<file path="src/eeis_pkg.sv">
/*
 * eeis_pkg: constants, op codes and state type shared by the extended
 * instruction executor and its data memory.
 * assumes: single 40 MHz core clock, Avalon-MM register access, byte addresses.
 */
package eeis_pkg;
    // bus shape
    localparam int AV_AW = 8;             // byte address width of the slave
    localparam int AV_DW = 32;            // bus data width
    // register byte offsets
    localparam logic [7:0] REG_CMD    = 8'h00; // write starts an instruction
    localparam logic [7:0] REG_STATUS = 8'h04; // busy, zero flag, last skip
    localparam logic [7:0] REG_ACC    = 8'h08; // accumulator
    localparam logic [7:0] REG_TABLE_POINTER_LOW   = 8'h0c; // table pointer low
    localparam logic [7:0] REG_TABLE_POINTER_HIGH   = 8'h10; // table pointer high
    localparam logic [7:0] REG_TABLE_HIGH_LATCH   = 8'h14; // table high latch, read only
    localparam logic [7:0] REG_PAGE   = 8'h18; // current program page
    localparam logic [1:0] DMEM_SEL   = 2'h1;  // address[7:6] selecting 0x40..0x7c
    // data memory shape
    localparam int DMEM_AW    = 4;
    localparam int DMEM_DEPTH = 16;
    // command register fields
    localparam int CMD_OP_LSB  = 0;       // 4-bit op code
    localparam int CMD_ADR_LSB = 8;       // 4-bit data memory index
    localparam int CMD_BIT_LSB = 16;      // 3-bit bit select
    // status register fields
    localparam int ST_BUSY_BIT = 0;
    localparam int ST_ZERO_BIT = 1;
    localparam int ST_SKIP_BIT = 2;
    // reset values
    localparam logic [7:0] RST_BYTE  = 8'h00;
    localparam logic [7:0] LAST_PAGE = 8'hff;
    localparam logic [7:0] TABLE_POINTER_LOW_STEP = 8'h01;
    // op codes
    localparam logic [3:0] NIBBLE_SWAP_TO_ACC_OP          = 4'h0;
    localparam logic [3:0] SKIP_IF_ZERO_OP                = 4'h1;
    localparam logic [3:0] SKIP_IF_ZERO_MOVE_OP           = 4'h2;
    localparam logic [3:0] SKIP_IF_BIT_ZERO_OP            = 4'h3;
    localparam logic [3:0] TABLE_READ_CURRENT_PAGE_OP     = 4'h4;
    localparam logic [3:0] TABLE_READ_LAST_PAGE_OP        = 4'h5;
    localparam logic [3:0] PREINC_TABLE_READ_OP           = 4'h6;
    localparam logic [3:0] PREINC_TABLE_READ_LAST_PAGE_OP = 4'h7;
    localparam logic [3:0] XOR_TO_ACC_OP                  = 4'h8;
    localparam logic [3:0] XOR_TO_MEM_OP                  = 4'h9;
    // executor states
    typedef enum logic [2:0] {EEIS_IDLE, EEIS_EXEC, EEIS_DUMMY, EEIS_FETCH, EEIS_STORE} eeis_state_t;
endpackage

</file>
<file path="src/eeis_dmem.sv">
/*
 * eeis_dmem: small byte-wide data memory in flip-flops, one write port and
 * two combinational read ports.
 * assumes: the caller resolves write priority before the single write port.
 */
module eeis_dmem (
    // clock and reset
    input  wire logic                         ref_clk,
    input  wire logic                         rstn,
    // write port
    input  wire logic                         wr_en,
    input  wire logic [eeis_pkg::DMEM_AW-1:0] wr_idx,
    input  wire logic [7:0]                   wr_data,
    // read ports
    input  wire logic [eeis_pkg::DMEM_AW-1:0] rd_a_idx,
    output logic      [7:0]                   rd_a_data,
    input  wire logic [eeis_pkg::DMEM_AW-1:0] rd_b_idx,
    output logic      [7:0]                   rd_b_data
);
    // storage array
    logic [7:0] mem [eeis_pkg::DMEM_DEPTH];

    // byte store, cleared on reset so reads are never unknown
    always_ff @(posedge ref_clk or negedge rstn) begin
        if (!rstn) begin
            for (int i = 0; i < eeis_pkg::DMEM_DEPTH; i++) begin
                mem[i] <= eeis_pkg::RST_BYTE;
            end
        end else if (wr_en) begin
            mem[wr_idx] <= wr_data;
        end
    end

    // read taps straight from the flops
    assign rd_a_data = mem[rd_a_idx];
    assign rd_b_data = mem[rd_b_idx];
endmodule // eeis_dmem

</file>
<file path="src/eeis_core.sv">
/*
 * eeis_core: executes a subset of extended instructions (nibble swap, zero
 * skips, table reads, xor) against a local data memory, accumulator, zero
 * flag and table pointers, commanded over an Avalon-MM slave.
 * assumes: program memory answers one clock after pm_rd with pm_rdata.
 */
// Behaviour
// [RQ1] swap nibbles of byte into accumulator
// [RQ2] skip next when addressed byte is zero
// [RQ3] skip instructions always take two cycles
// [RQ4] copy byte to accumulator, skip if zero
// [RQ5] skip next when selected bit is zero
// [RQ6] table read current page into memory, latch
// [RQ7] table read last page into memory, latch
// [RQ8] increment pointer low, then read table
// [RQ9] increment pointer low, then last-page read
// [RQ10] xor into accumulator, only zero flag
// [RQ11] xor into memory, only zero flag
// [RQ12] table reads keep flags, plain keeps pointers
module eeis_core (
    // clock and reset
    input  wire logic                       ref_clk,
    input  wire logic                       rstn,
    // avalon-mm slave
    input  wire logic [eeis_pkg::AV_AW-1:0] avs_address,
    input  wire logic                       avs_read,
    input  wire logic                       avs_write,
    input  wire logic [eeis_pkg::AV_DW-1:0] avs_writedata,
    output logic      [eeis_pkg::AV_DW-1:0] avs_readdata,
    output logic                            avs_waitrequest,
    // program memory port
    output logic      [15:0]                pm_addr,
    output logic                            pm_rd,
    input  wire logic [15:0]                pm_rdata,
    // execution status
    output logic                            instr_done,
    output logic                            skip_taken,
    output logic                            busy
);
    // decode helpers
    function automatic logic is_skip(input logic [3:0] op);
        return op == eeis_pkg::SKIP_IF_ZERO_OP || op == eeis_pkg::SKIP_IF_ZERO_MOVE_OP ||
               op == eeis_pkg::SKIP_IF_BIT_ZERO_OP;
    endfunction
    function automatic logic is_table(input logic [3:0] op);
        return op[3:2] == 2'h1;
    endfunction
    function automatic logic is_preinc(input logic [3:0] op);
        return op == eeis_pkg::PREINC_TABLE_READ_OP ||
               op == eeis_pkg::PREINC_TABLE_READ_LAST_PAGE_OP;
    endfunction

    // executor state
    eeis_pkg::eeis_state_t state;         // sequencer
    logic [3:0]  op;                      // latched op code
    logic [eeis_pkg::DMEM_AW-1:0] maddr;  // latched data memory index
    logic [2:0]  bitsel;                  // latched bit select
    logic [7:0]  acc;                     // accumulator
    logic        zero;                    // zero flag
    logic [7:0]  table_pointer_low;       // table pointer low byte
    logic [7:0]  table_pointer_high;      // table pointer high byte
    logic [7:0]  table_high_latch;        // upper byte of last table read
    logic [7:0]  page;                    // current program page
    logic        skip_flag;               // result of the last skip test
    logic        ack;                     // bus answer cycle

    // bus decode
    wire req       = avs_read | avs_write;
    wire sel_cmd   = avs_address == eeis_pkg::REG_CMD;
    wire sel_stat  = avs_address == eeis_pkg::REG_STATUS;
    wire sel_acc   = avs_address == eeis_pkg::REG_ACC;
    wire sel_table_pointer_low  = avs_address == eeis_pkg::REG_TABLE_POINTER_LOW;
    wire sel_table_pointer_high  = avs_address == eeis_pkg::REG_TABLE_POINTER_HIGH;
    wire sel_table_high_latch  = avs_address == eeis_pkg::REG_TABLE_HIGH_LATCH;
    wire sel_page  = avs_address == eeis_pkg::REG_PAGE;
    wire sel_dmem  = avs_address[7:6] == eeis_pkg::DMEM_SEL && avs_address[1:0] == 2'h0;
    // writes wait while an instruction runs, so bus and executor never collide
    wire stall     = avs_write & busy;
    wire wr_fire   = avs_write & ack;
    wire start     = wr_fire & sel_cmd;
    wire [eeis_pkg::DMEM_AW-1:0] bus_idx = avs_address[eeis_pkg::DMEM_AW+1:2];

    // data memory taps
    logic [7:0] mem_byte;                 // operand at maddr
    logic [7:0] bus_byte;                 // byte seen by the bus
    wire [7:0] xor_val  = acc ^ mem_byte;
    wire [7:0] swap_val = {mem_byte[3:0], mem_byte[7:4]};   // see [RQ1]
    wire       test_zero = is_skip(op) && ((op == eeis_pkg::SKIP_IF_BIT_ZERO_OP) ?
                           ~mem_byte[bitsel] : mem_byte == eeis_pkg::RST_BYTE); // see [RQ2] [RQ5]
    wire [7:0] table_pointer_low_inc = table_pointer_low + eeis_pkg::TABLE_POINTER_LOW_STEP;
    wire [7:0] table_pointer_low_use = is_preinc(op) ? table_pointer_low_inc : table_pointer_low;           // see [RQ8]
    // page chosen per table op; preinc plain read uses the high pointer
    wire [7:0] page_use = (op == eeis_pkg::TABLE_READ_LAST_PAGE_OP ||
                           op == eeis_pkg::PREINC_TABLE_READ_LAST_PAGE_OP) ? eeis_pkg::LAST_PAGE :
                          (op == eeis_pkg::PREINC_TABLE_READ_OP) ? table_pointer_high : page;
    // executor write to memory: xor result or table low byte
    wire ex_we_xor  = state == eeis_pkg::EEIS_EXEC && op == eeis_pkg::XOR_TO_MEM_OP; // see [RQ11]
    wire ex_we_tbl  = state == eeis_pkg::EEIS_STORE;                                // see [RQ6]
    wire dm_we      = ex_we_xor | ex_we_tbl | (wr_fire & sel_dmem);
    wire [eeis_pkg::DMEM_AW-1:0] dm_idx = (ex_we_xor | ex_we_tbl) ? maddr : bus_idx;
    wire [7:0] dm_data = ex_we_xor ? xor_val : ex_we_tbl ? pm_rdata[7:0] : avs_writedata[7:0];

    // read mux, narrow registers in the low bits
    wire [31:0] status_word = {29'h0, skip_flag, zero, busy};
    wire [31:0] rd_word = sel_stat ? status_word : sel_acc ? {24'h0, acc} :
                          sel_table_pointer_low ? {24'h0, table_pointer_low} :
                          sel_table_pointer_high ? {24'h0, table_pointer_high} :
                          sel_table_high_latch ? {24'h0, table_high_latch} :
                          sel_page ? {24'h0, page} :
                          sel_dmem ? {24'h0, bus_byte} : 32'h0;

    eeis_dmem u_dmem (
        .ref_clk   (ref_clk),
        .rstn      (rstn),
        .wr_en     (dm_we),
        .wr_idx    (dm_idx),
        .wr_data   (dm_data),
        .rd_a_idx  (maddr),
        .rd_a_data (mem_byte),
        .rd_b_idx  (bus_idx),
        .rd_b_data (bus_byte)
    );

    // one wait state per access; more while a write meets a running op
    assign avs_waitrequest = req & ~ack;
    assign busy = state != eeis_pkg::EEIS_IDLE;

    // bus answer and read data capture
    always_ff @(posedge ref_clk or negedge rstn) begin
        if (!rstn) begin
            ack          <= 1'b0;
            avs_readdata <= 32'h0;
        end else begin
            ack <= req & ~ack & ~stall;
            if (avs_read & ~ack) begin
                avs_readdata <= rd_word;
            end
        end
    end

    // sequencer and architectural registers
    always_ff @(posedge ref_clk or negedge rstn) begin
        if (!rstn) begin
            state              <= eeis_pkg::EEIS_IDLE;
            op                 <= eeis_pkg::NIBBLE_SWAP_TO_ACC_OP;
            maddr              <= '0;
            bitsel             <= 3'h0;
            acc                <= eeis_pkg::RST_BYTE;
            zero               <= 1'b0;
            table_pointer_low  <= eeis_pkg::RST_BYTE;
            table_pointer_high <= eeis_pkg::RST_BYTE;
            table_high_latch   <= eeis_pkg::RST_BYTE;
            page               <= eeis_pkg::RST_BYTE;
            skip_flag          <= 1'b0;
            pm_addr            <= 16'h0;
            pm_rd              <= 1'b0;
            instr_done         <= 1'b0;
            skip_taken         <= 1'b0;
        end else begin
            instr_done <= 1'b0;
            skip_taken <= 1'b0;
            pm_rd      <= 1'b0;
            // register writes only land while idle
            if (wr_fire && !busy) begin
                if (sel_acc)  acc                <= avs_writedata[7:0];
                if (sel_table_pointer_low) table_pointer_low  <= avs_writedata[7:0];
                if (sel_table_pointer_high) table_pointer_high <= avs_writedata[7:0];
                if (sel_page) page               <= avs_writedata[7:0];
                if (sel_stat) zero               <= avs_writedata[eeis_pkg::ST_ZERO_BIT];
            end
            case (state)
                eeis_pkg::EEIS_IDLE: begin
                    if (start) begin
                        op     <= avs_writedata[eeis_pkg::CMD_OP_LSB +: 4];
                        maddr  <= avs_writedata[eeis_pkg::CMD_ADR_LSB +: eeis_pkg::DMEM_AW];
                        bitsel <= avs_writedata[eeis_pkg::CMD_BIT_LSB +: 3];
                        state  <= eeis_pkg::EEIS_EXEC;
                    end
                end
                eeis_pkg::EEIS_EXEC: begin
                    if (is_skip(op)) begin
                        // zero flag untouched, dummy slot follows either way
                        skip_flag <= test_zero;                              // see [RQ2] [RQ5]
                        if (op == eeis_pkg::SKIP_IF_ZERO_MOVE_OP) acc <= mem_byte; // see [RQ4]
                        state <= eeis_pkg::EEIS_DUMMY;                       // see [RQ3]
                    end else if (is_table(op)) begin
                        // plain reads leave the pointer alone, no flag moves
                        if (is_preinc(op)) table_pointer_low <= table_pointer_low_inc;    // see [RQ8] [RQ9] [RQ12]
                        pm_addr <= {page_use, table_pointer_low_use};                     // see [RQ6] [RQ7]
                        pm_rd   <= 1'b1;
                        state   <= eeis_pkg::EEIS_FETCH;
                    end else begin
                        case (op)
                            eeis_pkg::NIBBLE_SWAP_TO_ACC_OP: acc <= swap_val; // see [RQ1]
                            eeis_pkg::XOR_TO_ACC_OP: begin
                                acc  <= xor_val;                             // see [RQ10]
                                zero <= xor_val == eeis_pkg::RST_BYTE;
                            end
                            eeis_pkg::XOR_TO_MEM_OP: zero <= xor_val == eeis_pkg::RST_BYTE; // see [RQ11]
                            default: ;                                       // unknown op: no effect
                        endcase
                        instr_done <= 1'b1;
                        state      <= eeis_pkg::EEIS_IDLE;
                    end
                end
                eeis_pkg::EEIS_DUMMY: begin
                    // dummy cycle in place of the skipped instruction
                    skip_taken <= skip_flag;                                 // see [RQ3]
                    instr_done <= 1'b1;
                    state      <= eeis_pkg::EEIS_IDLE;
                end
                eeis_pkg::EEIS_FETCH: begin
                    state <= eeis_pkg::EEIS_STORE;                           // memory answers in the next cycle
                end
                eeis_pkg::EEIS_STORE: begin
                    table_high_latch <= pm_rdata[15:8];                      // see [RQ6] [RQ7]
                    instr_done       <= 1'b1;
                    state            <= eeis_pkg::EEIS_IDLE;
                end
                default: state <= eeis_pkg::EEIS_IDLE;
            endcase
        end
    end

    wire in_exec = state == eeis_pkg::EEIS_EXEC;
endmodule // eeis_core

</file>
<file path="config.mk">
export PLATFORM = sky130hd
export DESIGN_NAME = eeis_core
export DESIGN_NICKNAME = d
export VERILOG_FILES = /design/src/eeis_pkg.sv /design/src/eeis_dmem.sv /design/src/eeis_core.sv
export SDC_FILE = /design/constraint.sdc
export NUM_CORES = 1
export LEC_CHECK = 0
export ABC_CLOCK_PERIOD_IN_PS = 2800
export BUFFER_PORTS_ARGS = -buffer_cell sky130_fd_sc_hd__buf_2
export CORE_ASPECT_RATIO = 0.8
export CORE_MARGIN = 2
export CORE_UTILIZATION = 54
export DETAILED_ROUTE_END_ITERATION = 8
export PLACE_DENSITY_LB_ADDON = 0.2
export SLEW_MARGIN = 20
export SYNTH_ARGS = -nofsm -noshare
export SYNTH_HDL_FRONTEND = slang
export SYNTH_SLANG_ARGS = --single-unit
</file>
<file path="constraint.sdc">
create_clock -name ref_clk -period 2.8 [get_ports ref_clk]
set_clock_uncertainty 0.2 [all_clocks]
set_input_delay 0.56 -clock ref_clk [delete_from_list [all_inputs] [get_ports ref_clk]]
set_output_delay 0.56 -clock ref_clk [all_outputs]
set_load 0.02 [all_outputs]
</file>
==> results of run 1 <==
[final cells by class]
class,count,area share
clock buffer,35,0.0452
multi-input combinational,663,0.446
inverter,18,0.00456
timing repair buffer,213,0.120
tap,275,0.0232
sequential,212,0.358
clock inverter,5,0.00354
[timing repair]
action                                  4_1_cts  5_1_grt
gates resized for setup                      33      143
hold buffers                                  1        0
endpoints found under the hold margin        67        0
pin swaps                                     6       25
cloned                                        3        6
endpoints found under the setup margin      116      129
buffers inserted                             12       11
[path summary, 6_finish.rpt]
check	from	endpoint	slack, ns	cells past startpoint
setup reg to reg	state[2]	u_dmem.mem[12]	-0.07	9
hold reg to reg	pm_addr[2]	pm_addr[2]	0.27	2
hold / removal	avs_writedata[11]	maddr[3]	0.06	3
min in group asynchronous	rstn	u_dmem.mem[56]	0.39	2
max in group asynchronous	rstn	u_dmem.mem[69]	1.27	3
setup / recovery	state[2]	u_dmem.mem[12]	-0.07	9
[Yosys cell counts (all sizes together) (2+ instances only)]
cell type and n:
a2111oi 2, a211oi 5, a21oi 21, a22oi 5
a31oi 6, and3 3, buf 51, clkbuf 28
dfrtp 212, inv 17, mux2 179, mux2i 36
mux4 71, nand2 87, nand2b 5, nand3 22
nand4 7, nor2 44, nor2b 8, nor3 7
nor3b 4, nor4 2, o211ai 2, o21a 4
o21ai 52, o221ai 9, o22ai 26, o32ai 2
or2 3, or3 3, xnor2 8, xor2 9
[state kept, by name, indices dropped and copies added, names as in the netlist]
name and cells:
skip_flag 1, page 8, state 3, skip_taken 1
table_pointer_low 8, op 4, pm_addr 16, table_pointer_high 8
u_dmem.mem 128, acc 8, zero 1, avs_readdata 8
ack 1, bitsel 3, table_high_latch 8, instr_done 1
pm_rd 1, maddr 4
[per-layer routing]
layer | track usage | wire length, um
met3 | 0.101 | 3660
met1 | 0.443 | 15600
met2 | 0.419 | 15200
met5 | 0 | 0
met4 | 0.0622 | 646
[stage by stage]
step / setup WS, ns / cells / area, um^2 / total power, mW / hold slack, ns
2_1_floorplan: -0.00452 / 972 / 11900 / 3.65 / 0.0644
3_3_place_gp: -0.129 / 1351 / 13200 / 3.92 / 0.257
3_5_place_dp: -0.155 / 1351 / 13200 / 3.93 / 0.266
4_1_cts: 0.00177 / 1407 / 14200 / 6.92 / 0.0518
5_1_grt: -0.138 / 1421 / 14800 / 7.15 / 0.0721
6_report: -0.0701 / 1421 / 14800 / 6.96 / 0.0619
[worst max-delay path, delay by kind of cell, from the launching register on]
family	cells	cell delay [ns]
DFF	1	0.38
buffers and inverters	2	0.36
AOI/OAI and AO/OA	2	0.24
and+or+nand+nor	4	1.26
muxes	1	0.30
[report_power, final]
part | leakage, nW | switching, mW | internal (mW)
Sequential | 2.75 | 0.0683 | 3.14
Clock | 0.354 | 1.26 | 1.73
Combinational | 3.53 | 0.431 | 0.339
[cells by family (layout without fill, tap and decap cells)]
group	count (synthesis)	after routing
flops	212	212
other cells	1	24
fa+ha+maj	1	1
xor+xnor	17	17
simple gates	199	199
buf+inv	97	271
compound gates	136	136
mux	286	286
==> metrics, run 1 <==
num rows 48; Synth top area share 0.448; drc violations 0; Root Driver clkbuf_16; crit path max fanout 6; cell taking the most area after synthesis dfrtp_1; Synth cell types between 60 and 70; Critical Path AT 3.06 ns; most common cell after layout, fill and taps aside dfrtp_1; asr flop ratio synth 1.00; Post-synth EDFFs 0; clk buf depth 3; Peak VDD IR 0.519 mV; area occupied by multi-input gates around 6600 um^2; syn avg cell area approximately 12 um^2; first-pass GRT wire length ~51 mm; Post-DRT Antenna Nets 0; final setup vio count 55; antenna violations before repair 0; largest net degree at the start of global routing 72; Die Width 170 um; Mapped Area around 12,000 um^2; Area contributors post-synth dfrtp_1 (45%), mux2_2 (16%), mux4_2 (14%); yosys warns 0; hpwl dp 23.3 mm; fraction of layout cells with a size suffix above 1 0.480; Synth Flop Type dfrtp_1; fin crit share 1.03; drt pass-1 iters 5; Slowest-stage cell, CP or4b_4; Slew Limit Fails 0; final worst slack -0.0701 ns; Max Cap Viol 0; 1st-iter DRT viols 1,060; status complete, but fails checks; clk_lat worst skew 0.52 ns; gr ovfl total 0; worst slew pin tran 0.604 ns; largest family of logic cells by synthesized area multiplexers; multiplexer share of the synthesized area 0.340; Synth Area in Simple Gates 0.0822; Compound-Gate Fraction of Synth Area 0.0716; DR WL/cell 24.7 um; vias approximately 8.9k; Die ar. 23,100 um^2; drt total wl around 35 mm; Final Hold Fails 0; Placer Congestion 0.972; WP data required 2.99 ns; Die Span Y 136 um; Core ar. 21,600 um^2; clock transition at the registers of the reported paths 0.06 ns; Setup crit end kind flip-flop; Slowest Stage Delay on Critical Path 0.56 ns; TritonCTS clock tree built; #FFs+latches synth 212; Reg area around 5300 um^2; H-Tree Depth 1; layout overhead on the synthesized area 25.3%; Hold/Removal Path Class input port to flip-flop; number of fill cells 1,528; Syn Inst Count roughly 950; unrepaired setup endpoints after global routing yes; total global-route track usage 0.296; fmax 348 MHz; failing checks negative setup slack; Nets 1,191; Worst Path Class, Setup flip-flop to flip-flop; Via density between 6 and 7; # IOs 113; Leak between 6 and 7 nW; Post-Synth Adder-Cell Area 0.00106; Num CTS Buffers 22; Cell Chain, Critical Path or4b_4, nor3b_4, a21oi_4, nor3b_2, a31oi_1, buf_4, or2_4, buf_12, mux2_4; minimum clock period 2.87 ns; sequential fraction of the synthesis area 0.448; Synth Area in XOR/XNOR 0.0126; IO Port Bufs 71; Cell Pwr Density 470 nW/um^2; Final Core Density 0.688; vias in the first global route 8,550; startpoint types flip-flop; Initial Util 0.549; Final TNS setup -1.72 ns; CTS sink count 212; Slew HR 0.596; most frequent cells in the layout dfrtp_1 (211), mux2_2 (109), buf_4 (89); Antenna diodes 0
Power figures use the tool's default switching activity.
==> run 2: changes to the inputs <==
Settings changed: CAP_MARGIN set to 20, PLACE_DENSITY set to 0.78, PLACE_DENSITY_LB_ADDON 0.2 to unset.
==> run 2 against run 1 <==
  * The flow still finishes with violations (negative setup slack)
  * Maximum frequency decreased by 2.1%
  * Register-to-register slack got worse by 0.06 ns
  * Hold slack worse by 0.014 ns
  * Total power increased by 4.5%
  * Sequential power about the same
  * First-iteration DRC count up 2.5%
  * Sequential share of layout area increased by 0.40 points
  * Global-route usage is 0.58 points lower
  * Non-clock buffer count is 12 lower
  * Critical path depth did not move
  * Sequential cell count is the same
  * Utilization shrank 0.76 points
  * Critical endpoint is now u_dmem.mem[54]
  * Highest routed layer unchanged
==> metrics, run 2 (synthesized netlist as in run 1, its figures left out) <==
status complete, but fails checks; failing checks negative setup slack; Critical Path AT 3.13 ns (+0.07 ns); total global-route track usage 0.290 (-0.00575); # IOs 113 (unchanged); clk_lat worst skew 0.52 ns (about the same); Setup crit end kind flip-flop; 1st-iter DRT viols 1,086 (+2.5%); first-pass GRT wire length 50.9 mm (-0.45%); Leak 6.57 nW (-0.97%); minimum clock period 2.93 ns (+0.0601 ns); largest net degree at the start of global routing 68 (-5.6%); clock transition at the registers of the reported paths 0.06 ns (about the same); gr ovfl total 0 (unchanged); Comb pwr share 0.100 (-0.011); Die Width 170 um (unchanged); Root Driver clkbuf_16; final setup vio count 103 (+87%); drt pass-1 iters 5 (unchanged); Slowest-stage cell, CP or4b_4; num rows 48 (unchanged); H-Tree Depth 1 (unchanged); vias 8,831 (-0.98%); Via density 6.28 (about the same); Sequential Power Share 0.441 (-0.019); largest registers u_dmem.mem: 128 flops, pm_addr: 16 flops; IO Port Bufs 71 (unchanged); hpwl dp 23.7 mm (+1.8%); fin crit share 1.05 (+0.0215); Cell Chain, Critical Path or4b_4, nor3b_4, a21oi_4, buf_6, nor3b_4, a31oi_4, nor2_2, buf_6, mux2_2; Largest register FFs 128 (unchanged); drt total wl 33.8 mm (-3.7%); Final Hold Fails 0 (unchanged); worst slew pin tran 0.594 ns (-0.0100 ns); Worst Path Class, Setup flip-flop to flip-flop; Slowest Stage Delay on Critical Path 0.58 ns (+0.02 ns); Peak VDD IR 0.566 mV (+9.1%); clk buf depth 3 (unchanged); Hold/Removal Path Class input port to flip-flop; Cell Pwr Density 497 nW/um^2 (+5.7%); Slew Limit Fails 0 (unchanged); DR WL/cell 24.0 um (-2.7%); antenna violations before repair 0 (unchanged); final cell count without fillers 1,406 (-1.1%); Die ar. 23,100 um^2 (unchanged); internal power 5.53 mW (+6.2%); Slew HR 0.603 (+0.00672); Antenna diodes 0 (unchanged); Num CTS Buffers 23 (+4.5%); TritonCTS clock tree built; most common cell after layout, fill and taps aside dfrtp_1; Die Span Y 136 um (unchanged); Net Sw Power 1.75 mW (-0.36%); Max Cap Viol 0 (unchanged); layout overhead on the synthesized area 23.9%; fmax 341 MHz (-2.1%); final worst slack -0.130 ns (-0.0601 ns); most frequent cells in the layout dfrtp_1 (211), mux2_2 (107), buf_4 (91); Post-DRT Antenna Nets 0 (unchanged); vias in the first global route 8,959 (+4.8%); Top reg by flops u_dmem.mem; area occupied by multi-input gates 6500 um^2 (-1.7%); Placer Congestion 0.971 (-0.17%); Final TNS setup -4.92 ns (-3.20 ns); CP delay by family, top simple AND/OR/NAND/NOR gates; Placed Instances 1,356 (+0.37%); drc violations 0 (unchanged); setup slack, reg-to-reg -0.13 ns (-0.06 ns); WP data required 3.00 ns (about the same); Nets 1,180 (-0.92%); Core ar. 21,600 um^2 (unchanged); clock network fraction of total power 0.459 (+0.030); unrepaired setup endpoints after global routing yes; CTS sink count 212 (unchanged); crit path max fanout 6 (unchanged); startpoint types flip-flop; sw frac 0.240 (-0.0118); number of fill cells 1,506 (-1.4%); Initial Util 0.549 (unchanged); fraction of layout cells with a size suffix above 1 0.466 (-0.0140); Reg area 5310 um^2 (unchanged); Worst Path Buf+Inv 2 (unchanged)
-- run 2: changes by cell type in the layout (fill, tap and decap cells not counted), sizes merged --
cell / previous run / this run
buf: 211 / 199
clkbuf: 36 / 25
bufinv: 1 / 6
clkinv: 4 / 5
clkinvlp: 1 / 2
inv: 17 / 18
-- run 2: final cells by class --
cell class	count	share of cell area
repair buffers	201	0.111
multi-input cells	663	0.443
clock inverters	13	0.0155
flip-flops and latches	212	0.362
clock buffers	24	0.0402
well taps	275	0.0235
inverters	18	0.00461
-- run 2: final timing paths --
| kind | start | cells past startpoint | end |
|---|---|---|---|
| setup / recovery | state[1] | 9 | u_dmem.mem[54] |
| hold / removal | avs_writedata[11] | 3 | maddr[3] |
| setup reg to reg | state[1] | 9 | u_dmem.mem[54] |
| hold reg to reg | pm_addr[12] | 2 | pm_addr[12] |
| max in group asynchronous | rstn | 3 | u_dmem.mem[5] |
| min in group asynchronous | rstn | 2 | u_dmem.mem[8] |
-- run 2: stage by stage --
step | setup WS (ns) | hold WS (ns) | power (mW) | cell area, um^2 | utilization
after floorplan | -0.00452 | 0.0644 | 3.65 | 11900 | -
after global placement | -0.0879 | 0.261 | 3.92 | 13200 | 0.613
after detailed placement | -0.220 | 0.266 | 3.94 | 13200 | 0.613
after CTS | -0.0312 | 0.0404 | 7.27 | 14200 | 0.658
after global routing | -0.181 | 0.0713 | 7.50 | 14700 | 0.680
final | -0.130 | 0.0481 | 7.28 | 14700 | 0.680
-- run 2: worst min-delay path, delay by kind of cell --
kind / cells / cell delay (ns)
simple gates: 1 / 0.03
compound gates: 1 / 0.06
buf+inv: 1 / 0.08
-- run 2: power by group through the flow --
stage | Clock (mW) | Sequential [mW] | Combinational (mW)
global route | 3.51 | 3.22 | 0.778
finish | 3.34 | 3.21 | 0.727
CTS | 3.38 | 3.20 | 0.693
floorplan | 0 | 3.24 | 0.411
global placement | 0 | 3.25 | 0.668
detailed placement | 0 | 3.26 | 0.682
-- run 2: metal layers --
metal  up-vias  track usage  wire length (um)
met5         -            0                 0
met4         0       0.0575               606
met3        52       0.0678              2820
met2       408        0.446             15400
met1      4543        0.426             14900
li1       3828            -                 -
-- run 2: timing repair --
| action | 4_1_cts | 5_1_grt |
|---|---|---|
| endpoints found under the setup margin | 114 | 131 |
| hold buffers | 1 | 0 |
| pin swaps | 4 | 12 |
| gates cloned | 0 | 1 |
| setup buffers | 2 | 9 |
| hold endpoints to repair | 60 | 0 |
| gates resized for setup | 27 | 92 |
==> run 3: changes to the inputs <==
Settings changed: ABC_AREA set to 1, CORE_UTILIZATION 54 to 55, PLACE_DENSITY 0.78 to 0.79.
==> run 3 against run 2 <==
  * The flow now finishes without violations
  * Utilization fell by 3.4 points
  * Sequential share of layout area rose by 1.5 points
  * Combinational power rose by 75%
  * Synthesized cell count rose by 83%
  * Non-clock buffer count fell by 57
  * Sequential power rose by 3%
  * Global-route usage rose by 4.7 points
  * Total power rose by 5.8%
  * Setup slack improved by 0.25 ns
  * Cell area fell by 3.9%
  * Critical path type unchanged
  * Highest routed layer unchanged
==> metrics, run 3 <==
largest registers u_dmem.mem: 128 flops, pm_addr: 16 flops; sequential fraction of the synthesis area 0.430 (-0.0180); IO Port Bufs 71 (unchanged); Crit. Startpoint maddr[0]; Nets 1,888 (+60%); 1st-iter DRT viols 1,370 (+26%); fmax 374 MHz (+9.4%); Commonest cells post-synth nand2_1 (568), dfrtp_1 (212), o21ai_0 (157); Syn Inst Count 1,732 (+83%); Placer Congestion 0.972 (+0.12%); WP data required 2.99 ns (about the same); sw frac 0.287 (+0.0471); Root Driver clkbuf_16; Final Hold Fails 0 (unchanged); clock transition at the registers of the reported paths 0.06 ns (about the same); Initial Util 0.566 (+0.0167); Setup crit end kind flip-flop; cell taking the most area after synthesis dfrtp_1; status complete, no violations; crit path max fanout 51 (+45); Mapped Area 12,300 um^2 (+4.2%); final worst slack 0.123 ns (+0.253 ns); Hold/Removal Path Class input port to flip-flop; largest family of logic cells by synthesized area simple AND/OR/NAND/NOR gates; Max Cap Viol 0 (unchanged); clock network fraction of total power 0.404 (-0.055); Slew Limit Fails 0 (unchanged); # IOs 113 (unchanged); worst reg2reg startpoint maddr[0]; Critical Path End u_dmem.mem[109]; Worst Path Class, Setup flip-flop to flip-flop; syn avg cell area 7.12 um^2 (-43%); Largest register FFs 128 (unchanged); most common cell after layout, fill and taps aside nand2_1; Synth top area share 0.430 (-0.0180); asr flop ratio synth 1.00 (unchanged); layout overhead on the synthesized area 14.2%; fin crit share 0.956 (-0.0903); Peak VDD IR 0.526 mV (-7.1%); Post-Synth Adder-Cell Area 0.00101 (-0.0000425); most frequent cells in the layout nand2_1 (567), dfrtp_1 (211), o21ai_0 (157); minimum clock period 2.68 ns (-0.253 ns); gr ovfl total 0 (unchanged); FF-to-FF End u_dmem.mem[109]; startpoint types flip-flop; clk_lat worst skew 0.53 ns (about the same); unrepaired setup endpoints after global routing no; antenna violations before repair 1 (+1); setup slack, reg-to-reg 0.12 ns (+0.25 ns); Post-synth EDFFs 0 (unchanged); Compound-Gate Fraction of Synth Area 0.142 (+0.0707); R2R cell count 11 (+2); vias 12.0k (+36%); internal power 5.49 mW (-0.77%); drt total wl 38.7 mm (+15%); Num CTS Buffers 23 (unchanged); Area contributors post-synth dfrtp_1 (43%), nand2_1 (17%), o21ai_0 (6.4%); Slew HR 0.624 (+0.0215); CTS sink count 212 (unchanged); Cell Pwr Density 547 nW/um^2 (+10%); Sequential Power Share 0.431 (-0.010); clk buf depth 3 (unchanged); Synth cell types 45 (-27%); drc violations 0 (unchanged); Die ar. 23,600 um^2 (+2.2%); post-CTS setup buffer count 0 (-2); Place WS 0.0929 ns (+0.312 ns); fraction of layout cells with a size suffix above 1 0.137 (-0.329); num rows 48 (unchanged); Synth Area in Simple Gates 0.315 (+0.233); Die Width 171 um (+1.1%); DR WL/cell 18.1 um (-25%); #FFs+latches synth 212 (unchanged); drt pass-1 iters 6 (+1); Net Sw Power 2.21 mW (+27%); worst slew pin tran 0.563 ns (-0.0307 ns); Final TNS setup 0 ns (+4.92 ns); Critical Path AT 2.87 ns (-0.26 ns); H-Tree Depth 1 (unchanged); Top reg by flops u_dmem.mem; multiplexer share of the synthesized area 0 (-0.340); first-pass GRT wire length 60.9 mm (+20%); Antenna diodes 0 (unchanged); hpwl dp 28.1 mm (+19%); yosys warns 0 (unchanged); Synth Flop Type dfrtp_1; Post-DRT Antenna Nets 0 (unchanged); largest net degree at the start of global routing 64 (-5.9%); TritonCTS clock tree built; final setup vio count 0 (-100%); Leak 6.84 nW (+4.1%); vias in the first global route 11.0k (+23%); Die Span Y 138 um (+1.1%); count leader, synth nand2_1; total global-route track usage 0.337 (+0.0470); Via density 5.59 (-11%); Synth Area in XOR/XNOR 0.00832 (-0.00426); Core ar. 21,800 um^2 (+1.1%); Comb pwr share 0.165 (+0.065)
## run 3: changes by cell type after synthesis, moves of 23 or more
cell / change
buf_2: +23
inv_1: +141
mux2i_1: -34
nand3_1: +108
mux2_2: -166
o21ai_1: +52
nor2_1: +112
mux4_2: -71
o21ai_0: +108
nand2_1: +481
a21oi_1: +41
## run 3: worst min-delay path by stage
stage                                   start                  end  slack, ns  cells after the start
final                            pm_rdata[15]  table_high_latch[7]       0.03                      3
after global routing             pm_rdata[12]  table_high_latch[4]       0.04                      3
after CTS                        pm_rdata[11]  table_high_latch[3]       0.02                      3
after detailed placement  table_high_latch[6]  table_high_latch[6]       0.26                      2
after global placement    table_high_latch[6]  table_high_latch[6]       0.25                      2
after floorplan                          rstn               acc[0]       0.06                      0
## run 3: final cells by class
| class | count | area, um^2 |
|---|---|---|
| Timing Repair Buffer | 144 | 1130 |
| Inverter | 174 | 656 |
| Sequential cell | 212 | 5310 |
| Clock inverter | 3 | 68.8 |
| Clock buffer | 37 | 688 |
| Tap cell | 300 | 375 |
| Fill cell | 1958 | 7720 |
| Multi-Input combinational cell | 1272 | 5860 |
## run 3: cells by family (layout without fill, tap and decap cells)
family / Yosys count / count (layout)
adder cells (fa/ha/maj): 1 / 1
AND/OR/NAND/NOR: 917 / 917
flip-flops: 212 / 212
AO/OA/AOI/OAI: 320 / 320
other: 1 / 24
XOR/XNOR: 10 / 10
buffers and inverters: 271 / 358
## run 3: metrics by stage
step | cell area, um^2 | hold slack, ns | total power, mW | cells | util
global route | 14100 | 0.0370 | 7.99 | 2142 | 0.646
CTS | 14100 | 0.0226 | 7.70 | 2142 | 0.645
detailed placement | 13300 | 0.260 | 4.60 | 2101 | 0.610
floorplan | 12400 | 0.0644 | 4.12 | 1755 | -
finish | 14100 | 0.0268 | 7.70 | 2142 | 0.646
global placement | 13300 | 0.248 | 4.59 | 2101 | 0.610
## run 3: power groups by stage
stage                     Sequential (mW)  Combinational, mW  Clock [mW]
after detailed placement             3.37               1.23           0
final                                3.32               1.27        3.11
after floorplan                      3.38              0.738           0
after CTS                            3.32               1.24        3.14
after global placement               3.37               1.22           0
after global routing                 3.33               1.39        3.27
## run 3: critical path: stages, from the launching register on
cell	delay (ns)
dfrtp_2	0.45
buf_12	0.19
or2_0	0.24
nand3_1	0.07
nand3_1	0.11
nand3_1	0.23
nand2_1	0.21
xor2_1	0.30
nand2_1	0.10
o21ai_2	0.10
buf_12	0.19
o21ai_0	0.11
## run 3: repair_timing
action | in CTS | in global routing
endpoints found under the setup margin | 0 | 26
resized for setup | 0 | 3
hold endpoints to repair | 44 | 0
hold buffers | 1 | 0
## run 3: layer usage
layer  GRT usage  share of wire
met2       0.483           0.41
met1       0.502           0.44
met4      0.0913          0.029
met3      0.0919           0.12
met5           0              0
